--- src/pps_pkg.sv ---
// Constants, register map and types for the paper path sensor scanner.
// Assumes a 100 MHz pclk and an 8-bit APB byte address.
package pps_pkg;

   // Register byte offsets.
   localparam logic [7:0] PPS_ADDR_CTRL    = 8'h00;
   localparam logic [7:0] PPS_ADDR_STATUS  = 8'h04;
   localparam logic [7:0] PPS_ADDR_RAW_A   = 8'h08;
   localparam logic [7:0] PPS_ADDR_RAW_B   = 8'h0C;
   localparam logic [7:0] PPS_ADDR_RAW_C   = 8'h10;
   localparam logic [7:0] PPS_ADDR_RAW_D   = 8'h14;
   localparam logic [7:0] PPS_ADDR_OPTION  = 8'h18;
   localparam logic [7:0] PPS_ADDR_FEEDER  = 8'h1C;
   localparam logic [7:0] PPS_ADDR_DRAWER  = 8'h20;
   localparam logic [7:0] PPS_ADDR_EVENT   = 8'h24;

   // Control register fields and reset value.
   localparam int         PPS_CTRL_SCAN_EN_BIT  = 0;
   localparam int         PPS_CTRL_LARGE_BIT    = 1;
   localparam int         PPS_CTRL_WIDTH        = 2;
   localparam logic [1:0] PPS_CTRL_RESET        = 2'h0;

   // Status register field positions.
   localparam int PPS_STAT_BANK_LSB    = 0;
   localparam int PPS_STAT_SCAN_BIT    = 2;
   localparam int PPS_STAT_PRESENT_BIT = 3;
   localparam int PPS_STAT_OPTID_LSB   = 4;
   localparam int PPS_STAT_PASS_LSB    = 8;

   // Bank numbering.
   localparam int         PPS_NUM_BANKS = 4;
   localparam logic [1:0] PPS_BANK_A    = 2'h0;
   localparam logic [1:0] PPS_BANK_B    = 2'h1;
   localparam logic [1:0] PPS_BANK_C    = 2'h2;
   localparam logic [1:0] PPS_BANK_D    = 2'h3;

   // Settling time before the return bus is sampled.
   localparam int         PPS_CLK_PERIOD_NS = 10;
   localparam int         PPS_SETTLE_NS     = 200;
   localparam int         PPS_SYNC_STAGES   = 2;
   localparam int         PPS_SETTLE_CYC    =
      (PPS_SETTLE_NS + PPS_CLK_PERIOD_NS - 1) / PPS_CLK_PERIOD_NS;
   localparam logic [7:0] PPS_WAIT_CYC      = 8'(PPS_SETTLE_CYC + PPS_SYNC_STAGES);

   // Attached output option codes.
   typedef enum logic [2:0] {
      PPS_OPT_NONE    = 3'h0,
      PPS_OPT_JOBSEP  = 3'h1,
      PPS_OPT_BRIDGE  = 3'h2,
      PPS_OPT_OFFSET  = 3'h3,
      PPS_OPT_UNKNOWN = 3'h4
   } pps_option_t;

endpackage : pps_pkg

--- src/pps_scan.sv ---
// Paper path sensor scanner: drives the four bank selects, samples the
// shared return bus and presents raw and decoded status over APB.
// Assumes an APB master on pclk and asynchronous sensor pins.
//
// Chosen here: the APB register port and the placing of the registers.
`timescale 1ns/100ps
module pps_scan
   import pps_pkg::*;
(
   input  wire logic        pclk,
   input  wire logic        presetn,
   input  wire logic        psel,
   input  wire logic        penable,
   input  wire logic        pwrite,
   input  wire logic [7:0]  paddr,
   input  wire logic [31:0] pwdata,
   output logic      [31:0] prdata,
   output logic             pready,
   output logic             pslverr,
   input  wire logic [7:0]  sensor_return_bus,
   input  wire logic        feeder_present_n,
   output logic             option_bank_select_n,
   output logic             feeder_bank_b_select_n,
   output logic             feeder_bank_c_select_n,
   output logic             drawer_bank_select_n
);

   typedef enum logic [1:0] {
      PPS_ST_IDLE,
      PPS_ST_GAP,
      PPS_ST_SETTLE,
      PPS_ST_SAMPLE
   } pps_state_t;

   pps_state_t  state;
   logic [1:0]  bank;
   logic [7:0]  wait_cnt;
   logic [3:0]  select_n;
   logic [7:0]  pass_cnt;
   logic [1:0]  ctrl;
   logic [8:0]  synced;
   logic [7:0]  ret_sync;
   logic        feeder_present;
   logic [7:0]  snap [PPS_NUM_BANKS];
   logic [3:0]  event_flag;
   logic [3:0]  event_set;
   logic [3:0]  event_clr;
   logic        apb_setup;
   logic        apb_write;
   logic        addr_hit;
   logic [31:0] next_prdata;
   pps_option_t option_id;
   logic [9:0]  option_flags;
   logic [10:0] feeder_flags;
   logic [7:0]  drawer_flags;
   logic        scan_en;
   logic        feeder_is_large;

   assign scan_en         = ctrl[PPS_CTRL_SCAN_EN_BIT];
   assign feeder_is_large = ctrl[PPS_CTRL_LARGE_BIT];

   // Return bus and feeder-present pin cross into the pclk domain.
   pps_sync u_sync (
      .pclk     (pclk),
      .presetn  (presetn),
      .async_in ({feeder_present_n, sensor_return_bus}),
      .sync_out (synced)
   );

   assign ret_sync       = synced[7:0];
   assign feeder_present = ~synced[8];

   // Scan state: a dead gap cycle, then settle and sample for each bank.
   always_ff @(posedge pclk or negedge presetn) begin
      if (!presetn) begin
         state <= PPS_ST_IDLE;
      end else begin
         case (state)
            PPS_ST_IDLE: begin
               if (scan_en) begin
                  state <= PPS_ST_GAP;
               end
            end
            PPS_ST_GAP: begin
               if (!scan_en) begin
                  state <= PPS_ST_IDLE;
               end else begin
                  state <= PPS_ST_SETTLE;
               end
            end
            PPS_ST_SETTLE: begin
               if (wait_cnt <= 8'h01) begin
                  state <= PPS_ST_SAMPLE;
               end
            end
            PPS_ST_SAMPLE: begin
               state <= PPS_ST_GAP;
            end
            default: begin
               state <= PPS_ST_IDLE;
            end
         endcase
      end
   end

   // Bank pointer restarts at bank A when idle and advances after each sample.
   always_ff @(posedge pclk or negedge presetn) begin
      if (!presetn) begin
         bank <= PPS_BANK_A;
      end else begin
         case (state)
            PPS_ST_IDLE: begin
               bank <= PPS_BANK_A;
            end
            PPS_ST_SAMPLE: begin
               bank <= bank + 2'h1;
            end
            default: begin
               bank <= bank;
            end
         endcase
      end
   end

   // Settle counter is loaded in the gap and counts down while settling.
   always_ff @(posedge pclk or negedge presetn) begin
      if (!presetn) begin
         wait_cnt <= 8'h00;
      end else begin
         case (state)
            PPS_ST_GAP: begin
               wait_cnt <= PPS_WAIT_CYC;
            end
            PPS_ST_SETTLE: begin
               if (wait_cnt > 8'h01) begin
                  wait_cnt <= wait_cnt - 8'h01;
               end
            end
            default: begin
               wait_cnt <= wait_cnt;
            end
         endcase
      end
   end

   // One select goes low in the gap and stays low until the sample is taken.
   always_ff @(posedge pclk or negedge presetn) begin
      if (!presetn) begin
         select_n <= 4'hF;
      end else begin
         case (state)
            PPS_ST_GAP: begin
               if (scan_en) begin
                  select_n <= ~(4'h1 << bank);
               end else begin
                  select_n <= 4'hF;
               end
            end
            PPS_ST_SETTLE: begin
               select_n <= select_n;
            end
            default: begin
               select_n <= 4'hF;
            end
         endcase
      end
   end

   assign option_bank_select_n   = select_n[PPS_BANK_A];
   assign feeder_bank_b_select_n = select_n[PPS_BANK_B];
   assign feeder_bank_c_select_n = select_n[PPS_BANK_C];
   assign drawer_bank_select_n   = select_n[PPS_BANK_D];

   // Completed scan passes, counted on each bank D sample.
   always_ff @(posedge pclk or negedge presetn) begin
      if (!presetn) begin
         pass_cnt <= 8'h00;
      end else if (state == PPS_ST_SAMPLE && bank == PPS_BANK_D) begin
         pass_cnt <= pass_cnt + 8'h01;
      end
   end

   // Per-bank snapshot and change flag; a new change beats a clear.
   for (genvar i = 0; i < PPS_NUM_BANKS; i++) begin : g_bank
      assign event_set[i] = (state == PPS_ST_SAMPLE) && (bank == 2'(i))
                            && (ret_sync != snap[i]);
      assign event_clr[i] = apb_write && (paddr == PPS_ADDR_EVENT) && pwdata[i];

      always_ff @(posedge pclk or negedge presetn) begin
         if (!presetn) begin
            snap[i] <= 8'hFF;
         end else if (state == PPS_ST_SAMPLE && bank == 2'(i)) begin
            snap[i] <= ret_sync;
         end
      end

      always_ff @(posedge pclk or negedge presetn) begin
         if (!presetn) begin
            event_flag[i] <= 1'b0;
         end else begin
            event_flag[i] <= (event_flag[i] & ~event_clr[i]) | event_set[i];
         end
      end
   end

   pps_decode u_decode (
      .snap_a          (snap[0]),
      .snap_b          (snap[1]),
      .snap_c          (snap[2]),
      .snap_d          (snap[3]),
      .feeder_present  (feeder_present),
      .feeder_is_large (feeder_is_large),
      .option_id       (option_id),
      .option_flags    (option_flags),
      .feeder_flags    (feeder_flags),
      .drawer_flags    (drawer_flags)
   );

   // APB slave: zero wait states, error on unmapped addresses.
   assign apb_setup = psel && !penable;
   assign apb_write = psel && penable && pwrite;
   assign pready    = 1'b1;

   always_comb begin
      addr_hit = 1'b1;
      case (paddr)
         PPS_ADDR_CTRL, PPS_ADDR_STATUS, PPS_ADDR_RAW_A, PPS_ADDR_RAW_B,
         PPS_ADDR_RAW_C, PPS_ADDR_RAW_D, PPS_ADDR_OPTION, PPS_ADDR_FEEDER,
         PPS_ADDR_DRAWER, PPS_ADDR_EVENT: addr_hit = 1'b1;
         default: addr_hit = 1'b0;
      endcase
   end

   assign pslverr = psel && penable && !addr_hit;

   always_ff @(posedge pclk or negedge presetn) begin
      if (!presetn) begin
         ctrl <= PPS_CTRL_RESET;
      end else if (apb_write && paddr == PPS_ADDR_CTRL) begin
         ctrl <= pwdata[PPS_CTRL_WIDTH-1:0];
      end
   end

   // Read data is latched in the setup cycle and held for the access cycle.
   always_comb begin
      next_prdata = 32'h00000000;
      case (paddr)
         PPS_ADDR_CTRL:   next_prdata[PPS_CTRL_WIDTH-1:0] = ctrl;
         PPS_ADDR_STATUS: begin
            next_prdata[PPS_STAT_BANK_LSB +: 2]  = bank;
            next_prdata[PPS_STAT_SCAN_BIT]       = (state != PPS_ST_IDLE);
            next_prdata[PPS_STAT_PRESENT_BIT]    = feeder_present;
            next_prdata[PPS_STAT_OPTID_LSB +: 3] = option_id;
            next_prdata[PPS_STAT_PASS_LSB +: 8]  = pass_cnt;
         end
         PPS_ADDR_RAW_A:  next_prdata[7:0]  = snap[0];
         PPS_ADDR_RAW_B:  next_prdata[7:0]  = snap[1];
         PPS_ADDR_RAW_C:  next_prdata[7:0]  = snap[2];
         PPS_ADDR_RAW_D:  next_prdata[7:0]  = snap[3];
         PPS_ADDR_OPTION: next_prdata[9:0]  = option_flags;
         PPS_ADDR_FEEDER: next_prdata[10:0] = feeder_flags;
         PPS_ADDR_DRAWER: next_prdata[7:0]  = drawer_flags;
         PPS_ADDR_EVENT:  next_prdata[3:0]  = event_flag;
         default:         next_prdata = 32'h00000000;
      endcase
   end

   always_ff @(posedge pclk or negedge presetn) begin
      if (!presetn) begin
         prdata <= 32'h00000000;
      end else if (apb_setup) begin
         prdata <= next_prdata;
      end
   end

endmodule : pps_scan

--- src/pps_sync.sv ---
// Two-stage synchroniser for the sensor return bus and feeder-present pin.
// Assumes all inputs are asynchronous to pclk.
`timescale 1ns/100ps
module pps_sync
   import pps_pkg::*;
(
   input  wire logic       pclk,
   input  wire logic       presetn,
   input  wire logic [8:0] async_in,
   output logic      [8:0] sync_out
);

   logic [8:0] stage1;

   // The first stage feeds only the second stage.
   always_ff @(posedge pclk or negedge presetn) begin
      if (!presetn) begin
         stage1   <= 9'h1FF;
         sync_out <= 9'h1FF;
      end else begin
         stage1   <= async_in;
         sync_out <= stage1;
      end
   end

endmodule : pps_sync

--- src/pps_decode.sv ---
// Decodes the four bank snapshots into normalised flags, one meaning per bit.
// Assumes snapshots are stable registers in the pclk domain.
`timescale 1ns/100ps
module pps_decode
   import pps_pkg::*;
(
   input  wire logic [7:0]  snap_a,
   input  wire logic [7:0]  snap_b,
   input  wire logic [7:0]  snap_c,
   input  wire logic [7:0]  snap_d,
   input  wire logic        feeder_present,
   input  wire logic        feeder_is_large,
   output pps_option_t      option_id,
   output logic      [9:0]  option_flags,
   output logic      [10:0] feeder_flags,
   output logic      [7:0]  drawer_flags
);

   logic is_js;
   logic is_br;
   logic is_ot;

   // Option identity from bits 1, 4 and 7.
   always_comb begin
      if (snap_a[7]) begin
         option_id = PPS_OPT_NONE;
      end else begin
         case ({snap_a[1], snap_a[4]})
            2'b00:   option_id = PPS_OPT_JOBSEP;
            2'b01:   option_id = PPS_OPT_BRIDGE;
            2'b11:   option_id = PPS_OPT_OFFSET;
            default: option_id = PPS_OPT_UNKNOWN;
         endcase
      end
   end

   assign is_js = (option_id == PPS_OPT_JOBSEP);
   assign is_br = (option_id == PPS_OPT_BRIDGE);
   assign is_ot = (option_id == PPS_OPT_OFFSET);

   // Option bank flags; bits that do not apply read zero.
   always_comb begin
      option_flags    = 10'h000;
      option_flags[0] = ~snap_a[7];
      option_flags[1] = ~snap_a[7] & snap_a[5];
      option_flags[2] = ~snap_a[7] & snap_a[2];
      option_flags[3] = (is_br & ~snap_a[0]) | ((is_js | is_ot) & snap_a[0]);
      option_flags[4] = (is_br | is_js) & snap_a[3];
      option_flags[5] = (is_br | is_ot) & snap_a[4];
      option_flags[6] = is_js & snap_a[6];
      option_flags[7] = is_ot & snap_a[6];
   end

   // Feeder bank flags, interpreted by the fitted feeder type.
   always_comb begin
      feeder_flags = 11'h000;
      if (feeder_present && !feeder_is_large) begin
         feeder_flags[0]  = ~snap_b[3];
         feeder_flags[1]  = snap_b[2];
         feeder_flags[2]  = snap_b[0];
         feeder_flags[3]  = snap_b[1];
         feeder_flags[4]  = snap_b[4];
         feeder_flags[5]  = snap_b[5];
         feeder_flags[6]  = snap_c[0];
         feeder_flags[7]  = snap_c[1];
         feeder_flags[8]  = snap_c[4];
         feeder_flags[9]  = snap_c[5];
         feeder_flags[10] = snap_c[3];
      end else if (feeder_present) begin
         feeder_flags[0]  = snap_b[0];
         feeder_flags[1]  = snap_b[6];
         feeder_flags[2]  = snap_b[7];
         feeder_flags[3]  = snap_c[0];
         feeder_flags[4]  = ~snap_c[1];
         feeder_flags[5]  = snap_c[3];
         feeder_flags[6]  = ~snap_c[4];
         feeder_flags[7]  = snap_c[2];
         feeder_flags[8]  = snap_c[5];
         feeder_flags[9]  = snap_c[6];
         feeder_flags[10] = snap_c[7];
      end
   end

   // Internal drawers use active-high flags already.
   assign drawer_flags[3:0] = snap_d[3:0];
   assign drawer_flags[7:4] = snap_d[7:4];

endmodule : pps_decode

--- config.mk ---
export PLATFORM = sky130hd
export DESIGN_NAME = pps_scan
export DESIGN_NICKNAME = d
export VERILOG_FILES = /design/src/pps_pkg.sv /design/src/pps_scan.sv /design/src/pps_sync.sv /design/src/pps_decode.sv
export SDC_FILE = /design/constraint.sdc
export NUM_CORES = 1
export LEC_CHECK = 0
export ABC_AREA = 1
export BUFFER_PORTS_ARGS = -buffer_cell sky130_fd_sc_hd__buf_2
export CAP_MARGIN = 20
export CORE_MARGIN = 2
export CORE_UTILIZATION = 29
export CTS_CLUSTER_SIZE = 25
export DETAILED_ROUTE_END_ITERATION = 16
export PLACE_DENSITY_LB_ADDON = 0.2
export SLEW_MARGIN = 20
export SYNTH_ARGS = -nofsm -noshare
export SYNTH_HDL_FRONTEND = slang
export SYNTH_SLANG_ARGS = --single-unit
--- constraint.sdc ---
create_clock -name pclk -period 3.3 [get_ports pclk]
set_clock_uncertainty 0.1 [all_clocks]
set_input_delay 0.66 -clock pclk [delete_from_list [all_inputs] [get_ports pclk]]
set_output_delay 0.66 -clock pclk [all_outputs]
set_load 0.05 [all_outputs]
## Word-level counts from Yosys, hierarchy flattened

Cells that the tools add are included.

- Register bits after elaboration: 96
- Bits in latches: 0
- Memory bits (writable): 0
- ROM bits: 0
- Output and inout port bits: 38
- Word-level logic and storage cells: 135
- Memories: 0

- Add/sub/neg operators: 3
- Multiply operators: 0
- Divide/modulo/power cells: 0
- Order comparisons: 2
- Equal/unequal tests: 27
- Shift-type cells: 1
- Muxes and demuxes: 21
- Bitwise gates (word level): 31
- Reductions and logical operators: 33

Operator list:

| kind | count |
|---|---|
| 8-bit by 5-bit == test with 1-bit output, second input constant | 4 |
| 8-bit != test | 4 |
| 11-bit 2-to-1 mux | 2 |
| 3-bit case mux with 7 select lines | 1 |
| 1-bit logical AND | 19 |
| 2-bit case mux with 9 select lines | 1 |
| 8-bit by 4-bit == test with 1-bit output, second input constant | 2 |
| 8-bit by 6-bit == test with 1-bit output, second input constant | 2 |
| 2-bit case mux with 8 select lines | 1 |
| 8-bit case mux with 2 select lines | 1 |
| 1-bit bitwise AND | 12 |
| 2-bit == test, second input constant | 5 |
| 1-bit inverter | 10 |
| 10-bit OR reduction | 1 |
| 3-bit case mux with 3 select lines | 1 |
| 8-bit by 1-bit adder with 8-bit output, second input constant | 1 |
| 8-bit by 3-bit == test with 1-bit output, second input constant | 1 |
| 8-bit by 1-bit > comparator with 1-bit output, second input constant | 1 |
| 8-bit by 1-bit <= comparator with 1-bit output, second input constant | 1 |
| 8-bit zero test | 1 |
| 8-bit 2-to-1 mux | 1 |
| 1-bit OR | 8 |
| 2-bit case mux with 2 select lines | 2 |
| 2-bit case mux with 4 select lines | 1 |
| 21 further kinds | 35 |

## Depth between registers and ports, before layout

Gate-level depths: netlist of run 1.

- Depth after elaboration: 8
- Gate-level depth with buffers: 13

## Modules after synthesis

From an unflattened synthesis of run 1, not the netlist that was laid out.

- Cells, all modules: 722
- Area, all modules: 5666.7 µm²

Modules (own cells, without submodules):

| module | instances | cells an instance | area an instance (µm²) |
|---|---|---|---|
| pps_scan | 1 | 638 | 4837.1 |
| pps_sync | 1 | 18 | 473.0 |
| pps_decode | 1 | 66 | 356.6 |

## Least setup slack after synthesis of run 1

Ideal clock, no wire load.

- Path kind: input-to-output
- Start point: in paddr[0]
- End point: out pslverr
- Arrival: 1.897 ns
- Path slack: 0.643 ns
- Cell stages on the path: 8
- Path through: inv_1 > nand2_4 > nor2_8 > nand2_4 > inv_6 > nor3_1 > nand3_1 > nor2_1

- Longest elaborated chain between the ends: 5
- Elaborated cells on any way between the ends: 14
- Those cells by class: 9 x eq/ne; 1 x mux; 4 x reduce/logical

RTL lines:

| element | RTL line | text |
|---|---|---|
| from (decl) | pps_scan.sv:15 | `input wire logic [7:0] paddr,` |
| 8-bit by 6-bit == test with 1-bit output, or another cell as far along | pps_scan.sv:226 | `case (paddr)` |
| 10-bit OR reduction * | pps_scan.sv:226 |  |
| 1-bit 2-to-1 mux * | pps_scan.sv:226 |  |
| 1-bit zero test * | pps_scan.sv:234 | `assign pslverr = psel && penable && !addr_hit;` |
| 1-bit logical AND * | pps_scan.sv:234 |  |
| to (decl) | pps_scan.sv:19 | `output logic pslverr,` |

Mark *: on every way between the ends. The rest lies on a longest branch, timed or not.

## Worst setup path after layout of run 1

- Start point: in paddr[2]
- End point: out pslverr

Same word-level chain as after synthesis.

==> metrics, run 1 <==
Async S/R FF share, synth=100%; hold-fix buffer count after cts=0; core area=18,600 sq um; status=finished, final reports clean; CP Class=in -> out; largest family of logic cells by synthesized area=simple AND/OR/NAND/NOR gates; Die ar.=19,900 sq um; Slew Viols, Final=0; Worst EP required=2.54 ns; initial antenna violation count=0; slowest stage delay, CP=0.26 ns; Mapped Area=5440 sq um; Area Growth Syn to Fin=13.4%; Critical Path Stages=10; xor/xnor share of the synthesized area=4.99%; VDD IR max=239 uV; Pint=1.99 mW; Hold Path Class=in -> async; clock sink count=96; Post-Synth Adder-Cell Area=3.45%; first-pass GRT wire length=22,800 um; sw power=0.787 mW; cells after synthesis=683; share of layout cells above drive strength 1=21.3%; R2R cell count=7; Critical Path End Type=primary output; max_cap viols=0; Ys Warns=0; register area share after synthesis=45.4%; grt total ovfl=0; largest net degree at the start of global routing=50; GRT Total Usage=14.7%; Seq pwr share=46.2%; First-pass DRT Iterations=5; Min Hold Slack=0.223 ns; Period Utilization, post-route=81.1%; Synth top area share=26.1%; Final ANT Viol Nets=0; Die Wd=141 um; postcts setup bufs=0; diode count=0; CP max-delay cell=buf_2; worst skew pair latency=0.35 ns; vias per cell=4.48; min Tclk post-route=2.68 ns; worst path cell trace=buf_2 > nor2_1 > nand2_2 > inv_1 > nand2_2 > nand2_4 > nor3_1 > nand3_1 > nor2_1 > buf_2; count of cell types in the netlist=36; Tot Pwr=2.77 mW; Net Sw Frac=28.4%; Initial Util=29.3%; FF+latch count, synth=96; Root Driver=clkbuf_16; DR WL/cell=14.4 um; LEAKAGE=2.84 nW; via count=4,330; clk slew on worst S/H paths=0.07 ns; mux share of post-synthesis cell area=0%; non-filler instance count after layout=966; die height=141 um; Tightest Pin Transition=0.643 ns; Final Hold Fails=0; Row Count=50; RSZ-0062 raised after global routing=no; Clock Power Share=41.4%; CTS H-tree depth=3; WL final=13,900 um; nets=796; Cells after DPL=950; Core Util, Final=33.2%; post-synth top area cell=dfstp_2; PwrDens=450 nW/um^2; most frequent cells in the layout=nand2_1 (191), inv_1 (70), o21ai_0 (62), nor2_1 (57), dfstp_2 (54); CTS buffer count=9; Starting DRT DRC Count=278; I/O Buffers=46; Slew Limit Headroom=57.1%; Synth Area in Compound Gates=7.98%; I/O pin count=92; worst-path fanout max=9; HPWL Detailed=10,400 um; most area-consuming cells after synthesis=dfstp_2 (26%), dfrtp_1 (19%), nand2_1 (13%); vias in the first global route=4,201; GPL Wtd Cong=0.835; Simple-Gate Fraction of Synth Area=28.7%; final setup TNS=0 ns; most common cell after layout, fill and taps aside=nand2_1; ys flop type=dfstp_2; # resized after CTS=0; Top delay family on crit path=simple AND/OR/NAND/NOR gates; Final Setup Violations=0; Avg Cell Area, Syn=7.97 sq um; CP Data Arrival Time=1.92 ns; Highest Clock Rate=374 MHz; EDFF count, synth=0; CTS tree=done; WP buf/inv=3; drt drc=0; clk buf depth=2; Critical Path Source Type=input pin; Comb pwr share=12.4%
==> worst register-to-register path, delay by kind of cell, from the launching register on <==
| family | cells | cell delay [ns] |
|---|---|---|
| DFF | 1 | 0.42 |
| and+or+nand+nor | 4 | 0.80 |
| buffers and inverters | 1 | 0.23 |
| adders and majority gates | 1 | 0.31 |
| xor gates and xnor gates | 1 | 0.14 |
==> routing by layer <==
layer	routed length (um)	part of all wire (%)	vias up	track usage, %
met5	0	0	-	0
met3	339	2.4	18	2.17
met4	286	2.1	0	5.63
met2	6060	44	79	22.4
li1	-	-	2219	-
met1	7190	52	2014	21.0
==> cell families (layout without fill, tap and decap cells) <==
logic type | after synthesis | count (layout)
compound gates | 83 | 83
xor+xnor | 31 | 31
fa+ha+maj | 15 | 15
buf+inv | 108 | 142
flops | 96 | 96
other cells | 2 | 17
simple gates | 348 | 348
==> cell usage after synthesis, types with 2 or more instances <==
cell type / count
nand2_1: 191
inv_1: 70
o21ai_0: 62
nor2_1: 57
dfstp_2: 54
nand3_1: 49
dfrtp_1: 42
buf_4: 19
xor2_1: 19
ha_1: 15
nand4_1: 13
xnor2_1: 12
a21oi_1: 11
nand2_2: 9
clkbuf_1: 8
nor3_1: 6
inv_2: 5
nand2_4: 5
nor2_4: 5
or2_2: 4
a31oi_1: 3
buf_6: 3
nand3b_1: 3
nor2_2: 3
o31ai_1: 3
conb_1: 2
==> power groups by stage <==
| stage | Sequential (mW) | Clock (mW) | Combinational (mW) |
|---|---|---|---|
| floorplan | 1.30 | 0 | 0.242 |
| global placement | 1.30 | 0 | 0.347 |
| detailed placement | 1.30 | 0 | 0.348 |
| CTS | 1.28 | 1.19 | 0.350 |
| global route | 1.29 | 1.24 | 0.391 |
| finish | 1.28 | 1.15 | 0.345 |
==> layout make-up <==
cell class	instances	area, sq um
Sequential cell	96	2470
Timing Repair Buffer	50	275
Tap cell	234	293
Multi-Input combinational cell	494	2520
Clock buffer	9	225
Fill cell	1945	12400
Clock inverter	7	93.8
Inverter	76	290
==> flip-flops by register name (all words and copies together) (netlist names) <==
register	flops
wait_cnt	8
bank	2
u_sync.stage1	9
select_n	4
pass_cnt	8
event_flag	4
snap	32
u_sync.sync_out	9
prdata	16
ctrl	2
state	2
==> metrics by stage <==
stage / setup WS [ns] / instance area [sq um]
after CTS: 0.631 / 6170
after detailed placement: 0.633 / 5850
after floorplan: 0.643 / 5500
after global routing: 0.506 / 6170
final: 0.624 / 6170
after global placement: 0.663 / 5850
==> final timing paths <==
| kind | slack, ns | to | startpoint |
|---|---|---|---|
| worst max-delay path | 0.62 | pslverr | paddr[2] |
| worst min-delay path | 0.22 | wait_cnt[7] | presetn |
| worst max register to register | 1.18 | pass_cnt[7] | state[0] |
| worst min register to register | 0.26 | u_sync.sync_out[5] | u_sync.stage1[5] |
| max in group asynchronous | 2.11 | snap[15] | presetn |
| min in group pclk | 0.26 | u_sync.sync_out[5] | u_sync.stage1[5] |
Power figures use the tool's default switching activity.
==> run 2: changes to the inputs <==
==> constraint.sdc (replaced) <==
create_clock -name pclk -period 2.47 [get_ports pclk]
set_clock_uncertainty 0.1 [all_clocks]
set_input_delay 0.494 -clock pclk [delete_from_list [all_inputs] [get_ports pclk]]
set_output_delay 0.494 -clock pclk [all_outputs]
set_load 0.05 [all_outputs]
==> run 2 against run 1 <==
Against the previous run:
- largest power group unchanged
- critical path depth stayed put
- highest routed layer unchanged
- wire length is 0.32% lower
- non-clock buffer count is 8 higher
- combinational power is 35% higher
- utilization is 0.11 points higher
- final area is 0.35% higher
- via count is 0.42% higher
- cell count is 0.83% higher
- sequential power is 34% higher
- clock-buffer cell count stayed put
- flip-flop and latch count stayed put
==> metrics, run 2 (synthesis gave the netlist of run 1 again) <==
Period Utilization, post-route=92.9%; Seq pwr share=48.6% (+2.4 points); drt drc=0 (unchanged); Top Registers=snap x32, prdata x16; vias per cell=4.46 (-0.41%); Area Growth Syn to Fin=13.8%; CTS tree=done; largest net degree at the start of global routing=55 (+10%); status=finished, final reports clean; clk slew on worst S/H paths=0.07 ns (about the same); min Tclk post-route=2.29 ns; core area=18,600 sq um (unchanged); DR WL/cell=14.2 um (-1.1%); Tightest Pin Transition=0.597 ns (-0.0456 ns); Tot Pwr=3.52 mW (+27%); worst path cell trace=buf_2 > nor2_1 > nand2_2 > inv_1 > nand2_2 > nand2_4 > nor3_1 > nand3_1 > nor2_1 > buf_2; CP Data Arrival Time=1.70 ns (-0.22 ns); vias in the first global route=4,316 (+2.7%); I/O pin count=92 (unchanged); LEAKAGE=2.86 nW (+0.52%); First-pass DRT Iterations=5 (unchanged); non-filler instance count after layout=974 (+0.83%); worst setup margin=0.177 ns (-0.448 ns); RSZ-0062 raised after global routing=no; placed inst area=5900 sq um (+0.90%); Highest Clock Rate=436 MHz; VDD IR max=314 uV (+31%); die height=141 um (unchanged); Setup crit start=paddr[2]; worst-path fanout max=9 (unchanged); Critical Path End Type=primary output; I/O Buffers=46 (unchanged); first-pass GRT wire length=23,100 um (+1.3%); HP Start=feeder_present_n; final setup TNS=0 ns (unchanged); clock sink count=96 (unchanged); WP buf/inv=3 (unchanged); WL final=13,800 um (-0.32%); worst skew pair latency=0.35 ns (about the same); diode count=0 (unchanged); share of layout cells above drive strength 1=21.9% (+0.58 points); number of flip-flops in the largest register=32 (unchanged); Cells after DPL=957 (+0.74%); Final Setup Violations=0 (unchanged); Hold Path Class=in -> reg; Row Count=50 (unchanged); Worst EP required=1.88 ns (-0.66 ns); GRT Total Usage=14.9% (+0.19 points); GPL Wtd Cong=0.838 (+0.31%); slowest stage delay, CP=0.26 ns (about the same); most frequent cells in the layout=nand2_1 (191), inv_1 (70), o21ai_0 (62), nor2_1 (57), dfstp_2 (54); Slew Viols, Final=0 (unchanged); Layout fillers=2,002 (+2.9%); grt total ovfl=0 (unchanged); Final Hold Fails=0 (unchanged); via count=4,348 (+0.42%); Setup WS pre-CTS=0.169 ns (-0.463 ns); Critical Path Source Type=input pin; CTS buffer count=9 (unchanged); clk buf depth=2 (unchanged); CP Class=in -> out; Final ANT Viol Nets=0 (unchanged); Starting DRT DRC Count=256 (-7.9%); FF+latch area=2470 sq um (unchanged); Top delay family on crit path=simple AND/OR/NAND/NOR gates; Root Driver=clkbuf_16; area occupied by multi-input gates=2520 sq um (unchanged); Die ar.=19,900 sq um (unchanged); PwrDens=569 nW/um^2 (+27%); nets=804 (+1.0%); post-route cell area=6190 sq um (+0.35%); initial antenna violation count=0 (unchanged); most common cell after layout, fill and taps aside=nand2_1; sw power=1.06 mW (+35%); Pint=2.46 mW (+24%); CP max-delay cell=buf_2; Slew Limit Headroom=60.0% (+2.9 points); HPWL Detailed=10,700 um (+2.4%); reg-to-reg startpoint=state[0]; Net Sw Frac=30.1% (+1.8 points); CTS H-tree depth=3 (unchanged); Comb pwr share=13.2% (+0.8 points); Die Wd=141 um (unchanged); Clock Power Share=38.2% (-3.2 points); max_cap viols=0 (unchanged); Initial Util=29.3% (unchanged); Largest Register=snap
run 2: cell count changes in the layout (fill, tap and decap cells not counted):
cell,previous run,this run
buf_4,4,11
clkinvlp_4,2,3
clkinv_1,0,1
clkinv_2,2,0
bufinv_16,2,0
dlygate4sd3_1,0,1
inv_6,2,4
run 2: cell type report:
class                      count  share of cell area [%]
sequential                    96                    39.9
multi-input combinational    494                    40.7
inverter                      76                    4.69
clock inverter                 7                   0.849
tap                          234                    4.73
timing repair buffer          58                    5.46
clock buffer                   9                    3.64
run 2: repair_timing:
action	in CTS	in global routing
hold buffers	1	0
endpoints found under the hold margin	5	0
setup buffers	0	0
gates resized for setup	0	0
run 2: through the flow:
stage | hold slack (ns) | utilization (%)
finish | 0.142 | 33.3
global route | 0.126 | 33.3
CTS | 0.126 | 33.3
detailed placement | 0.248 | 31.8
global placement | 0.246 | 31.8
floorplan | 0.0984 | -
run 2: worst register-to-register path: stages, from the launching register on:
cell	delay (ns)
dfrtp_1	0.42
ha_1	0.32
nand2_1	0.24
buf_4	0.25
nor2_4	0.11
nand3_2	0.09
nor3_2	0.13
xnor2_1	0.14
inv_1	0.05
run 2: final timing paths:
| check | end | slack (ns) | cells after the start |
|---|---|---|---|
| min in group asynchronous | wait_cnt[6] | 0.46 | 2 |
| worst min-delay path | u_sync.stage1[8] | 0.14 | 1 |
| worst max register to register | pass_cnt[6] | 0.51 | 8 |
| worst min register to register | u_sync.sync_out[8] | 0.26 | 0 |
| worst max-delay path | pslverr | 0.18 | 10 |
| max in group asynchronous | snap[24] | 1.14 | 3 |
run 2: metal layers:
| layer | up-vias | share of wire (%) | global-route usage (%) | wire, um |
|---|---|---|---|---|
| met1 | 2009 | 51 | 21.1 | 7100 |
| met5 | - | 0 | 0 | 0 |
| met2 | 84 | 44 | 23.1 | 6120 |
| li1 | 2238 | - | - | - |
| met4 | 0 | 1.6 | 5.32 | 216 |
| met3 | 17 | 2.9 | 2.17 | 395 |
run 2: power groups by stage:
stage	sequential [mW]	combinational, mW	clock (mW)
3_5_place_dp	1.74	0.469	0
3_3_place_gp	1.74	0.467	0
2_1_floorplan	1.74	0.324	0
4_1_cts	1.71	0.471	1.40
5_1_grt	1.72	0.528	1.46
6_report	1.71	0.466	1.35
==> run 3: changes to the inputs <==
--- a/config.mk
+++ b/config.mk
@@ -5,7 +5,6 @@
 export SDC_FILE = /design/constraint.sdc
 export NUM_CORES = 1
 export LEC_CHECK = 0
-export ABC_AREA = 1
 export BUFFER_PORTS_ARGS = -buffer_cell sky130_fd_sc_hd__buf_2
 export CAP_MARGIN = 20
 export CORE_MARGIN = 2
==> run 3 against run 2 <==
Against the previous run:
- utilization increased by 1.4 points
- sequential share of layout area increased by 1.1 points
- clock power about the same
- total power decreased by 0.13%
- largest power group unchanged
- critical endpoint unchanged
- first-iteration DRC count increased by 6.3%
- register-to-register slack got worse by 0.20 ns
- cell count decreased by 22%
==> metrics, run 3 <==
status=finished, final reports clean; vias per cell=4.91 (+10%); RSZ-0062 raised after global routing=no; Hold Path Sink=u_sync.stage1[8]; EDFF count, synth=0 (unchanged); Worst EP required=1.88 ns (about the same); Tot Pwr=3.52 mW (-0.13%); vias in the first global route=3,739 (-13%); count of cell types in the netlist=59 (+64%); Tightest Pin Transition=0.595 ns (-0.00264 ns); Highest Clock Rate=424 MHz (-2.7%); LEAKAGE=2.66 nW (-6.8%); worst path cell trace=buf_2 > or4_4 > nor3_1 > nor2_1 > buf_2; nets=603 (-25%); Final Hold Fails=0 (unchanged); clock sink count=96 (unchanged); final setup TNS=0 ns (unchanged); Net Sw Frac=28.6% (-1.5 points); slowest stage delay, CP=0.53 ns (+0.27 ns); Mapped Area=5180 sq um (-4.8%); I/O pin count=92 (unchanged); CP most frequent cell=buf_2; clk buf depth=2 (unchanged); hold depth=1 (unchanged); reg-to-reg startpoint=wait_cnt[4]; clk slew on worst S/H paths=0.07 ns (about the same); CP Data Arrival Time=1.76 ns (+0.06 ns); Ys Warns=0 (unchanged); register area share after synthesis=47.7% (+2.3 points); first-pass GRT wire length=20,700 um (-10%); Die ar.=18,900 sq um (-4.7%); cells after synthesis=477 (-30%); Comb pwr share=12.1% (-1.1 points); reg2reg end=state[1]; Critical Path Source Type=input pin; initial antenna violation count=0 (unchanged); largest net degree at the start of global routing=39 (-29%); most frequent cells in the layout=dfstp_2 (54), nand2_1 (47), buf_2 (45), mux2_2 (42), dfrtp_1 (42); Slew Limit Headroom=59.8% (-0.22 points); Critical Path End Type=primary output; worst-path fanout max=3 (-6); min Tclk post-route=2.36 ns (+0.0644 ns); ys flop type=dfstp_2; FF-to-FF setup slack=0.31 ns (-0.20 ns); placed inst area=5720 sq um (-3.0%); Starting DRT DRC Count=272 (+6.3%); CTS buffer count=9 (unchanged); Hold Path Class=in -> reg; drt drc=0 (unchanged); VDD IR max=420 uV (+34%); number of flip-flops in the largest register=32 (unchanged); most common cell after layout, fill and taps aside=dfstp_2; R2R cell count=5 (-3); Root Driver=clkbuf_16; sw power=1.01 mW (-5.1%); HP Start=feeder_present_n; CP max-delay cell=or4_4; core area=17,400 sq um (-6.6%); die height=138 um (-2.4%); CP Class=in -> out; Die Wd=138 um (-2.4%); DR WL/cell=16.8 um (+18%); worst skew pair latency=0.35 ns (about the same); Pint=2.51 mW (+2.0%); Initial Util=29.8% (+0.56 points); PwrDens=584 nW/um^2 (+2.6%); GPL Wtd Cong=0.855 (+2.1%); share of layout cells above drive strength 1=35.3% (+13 points); most area-consuming cells after synthesis=dfstp_2 (27%), dfrtp_1 (20%), mux2_2 (9.1%); Seq pwr share=49.1% (+0.5 points); Avg Cell Area, Syn=10.9 sq um (+36%); # resized after CTS=0 (unchanged); Async S/R FF share, synth=100% (unchanged); Top Registers=snap x32, prdata x16; FF+latch count, synth=96 (unchanged); Slew Viols, Final=0 (unchanged); Row Count=48 (-4.0%); WL final=12,900 um (-7.1%); most numerous cell in the Yosys netlist=dfstp_2; HPWL Detailed=9850 um (-7.8%); via count=3,750 (-14%); Final ANT Viol Nets=0 (unchanged); GRT Total Usage=14.6% (-0.27 points); CTS tree=done; post-route cell area=6020 sq um (-2.7%); max_cap viols=0 (unchanged); Layout fillers=1,768 (-12%); Period Utilization, post-route=95.5% (+2.6 points); Largest Register=snap; I/O Buffers=46 (unchanged); grt total ovfl=0 (unchanged); Clock Power Share=38.8% (+0.6 points); First-pass DRT Iterations=4 (-1); Final Setup Violations=0 (unchanged); Area Growth Syn to Fin=16.3%; CTS H-tree depth=3 (unchanged); post-synth top area cell=dfstp_2; diode count=0 (unchanged); Synth top cells by count=dfstp_2 (54), nand2_1 (47), dfrtp_1 (42), mux2_2 (42), xor2_1 (33); Synth top area share=27.4% (+1.3 points)
-- run 3: cell count changes in the layout (fill, tap and decap cells not counted), sizes merged, moves of 12 or more --
cell   before  now
o21ai      64   19
mux2        0   42
nand3      50   15
inv        79   13
nor4        0   12
xor2       19   33
nand2     205   47
buf        57   69
nor2       66   22
-- run 3: cell families after synthesis --
group	after synthesis	synth area share (%)
fa+ha+maj	15	3.62
flops	96	47.7
other cells	2	0.145
xor+xnor	42	7.10
buf+inv	50	4.90
compound gates	81	11.1
mux	48	10.3
simple gates	143	15.1
-- run 3: metal layers --
layer,routed length [um],up-vias,GRT usage (%)
li1,-,1795,-
met1,6130,1841,20.1
met2,5770,95,22.6
met3,681,19,3.02
met4,271,0,5.21
met5,0,-,0
-- run 3: cell type report --
type	count	area [sq um]	area share, %
multi-input combinational	346	2510	41.7
tap	225	282	4.67
clock buffer	10	239	3.97
sequential	96	2470	41.0
inverter	11	41.3	0.686
clock inverter	6	52.6	0.872
timing repair buffer	70	428	7.10
-- run 3: how the worst max path moves through the flow --
stage              from         to  slack [ns]  cells after the start
2_1_floorplan  paddr[3]    pslverr        0.13                      4
6_report       paddr[1]    pslverr        0.11                      5
4_1_cts        paddr[1]    pslverr         0.1                      5
3_5_place_dp   paddr[5]  prdata[4]        0.09                      6
5_1_grt        paddr[1]    pslverr        0.03                      5
3_3_place_gp   paddr[5]  prdata[4]        0.09                      6
-- run 3: per-stage QoR --
stage               setup slack [ns]  cells  hold slack [ns]  util, %
global route                  0.0271    764            0.112     34.7
detailed placement            0.0910    747            0.247     33.0
CTS                           0.0981    764            0.119     34.7
global placement              0.0886    747            0.247     33.0
floorplan                      0.133    492           0.0984        -
finish                         0.112    764            0.133     34.7
-- run 3: power by group through the flow --
stage | Clock, mW | Combinational (mW) | Sequential, mW
3_5_place_dp | 0 | 0.430 | 1.75
6_report | 1.37 | 0.427 | 1.73
3_3_place_gp | 0 | 0.420 | 1.75
5_1_grt | 1.49 | 0.479 | 1.73
4_1_cts | 1.41 | 0.433 | 1.73
2_1_floorplan | 0 | 0.295 | 1.74
-- run 3: worst max-delay path: cells and delay by family --
kind	cells	cell delay [ns]
AND/OR/NAND/NOR	3	0.93
buffers and inverters	2	0.34
-- run 3: timing repair --
action	CTS	global route
buffers inserted	0	0
endpoints found under the hold margin	7	0
hold buffers	1	0
setup endpoints to repair	0	0
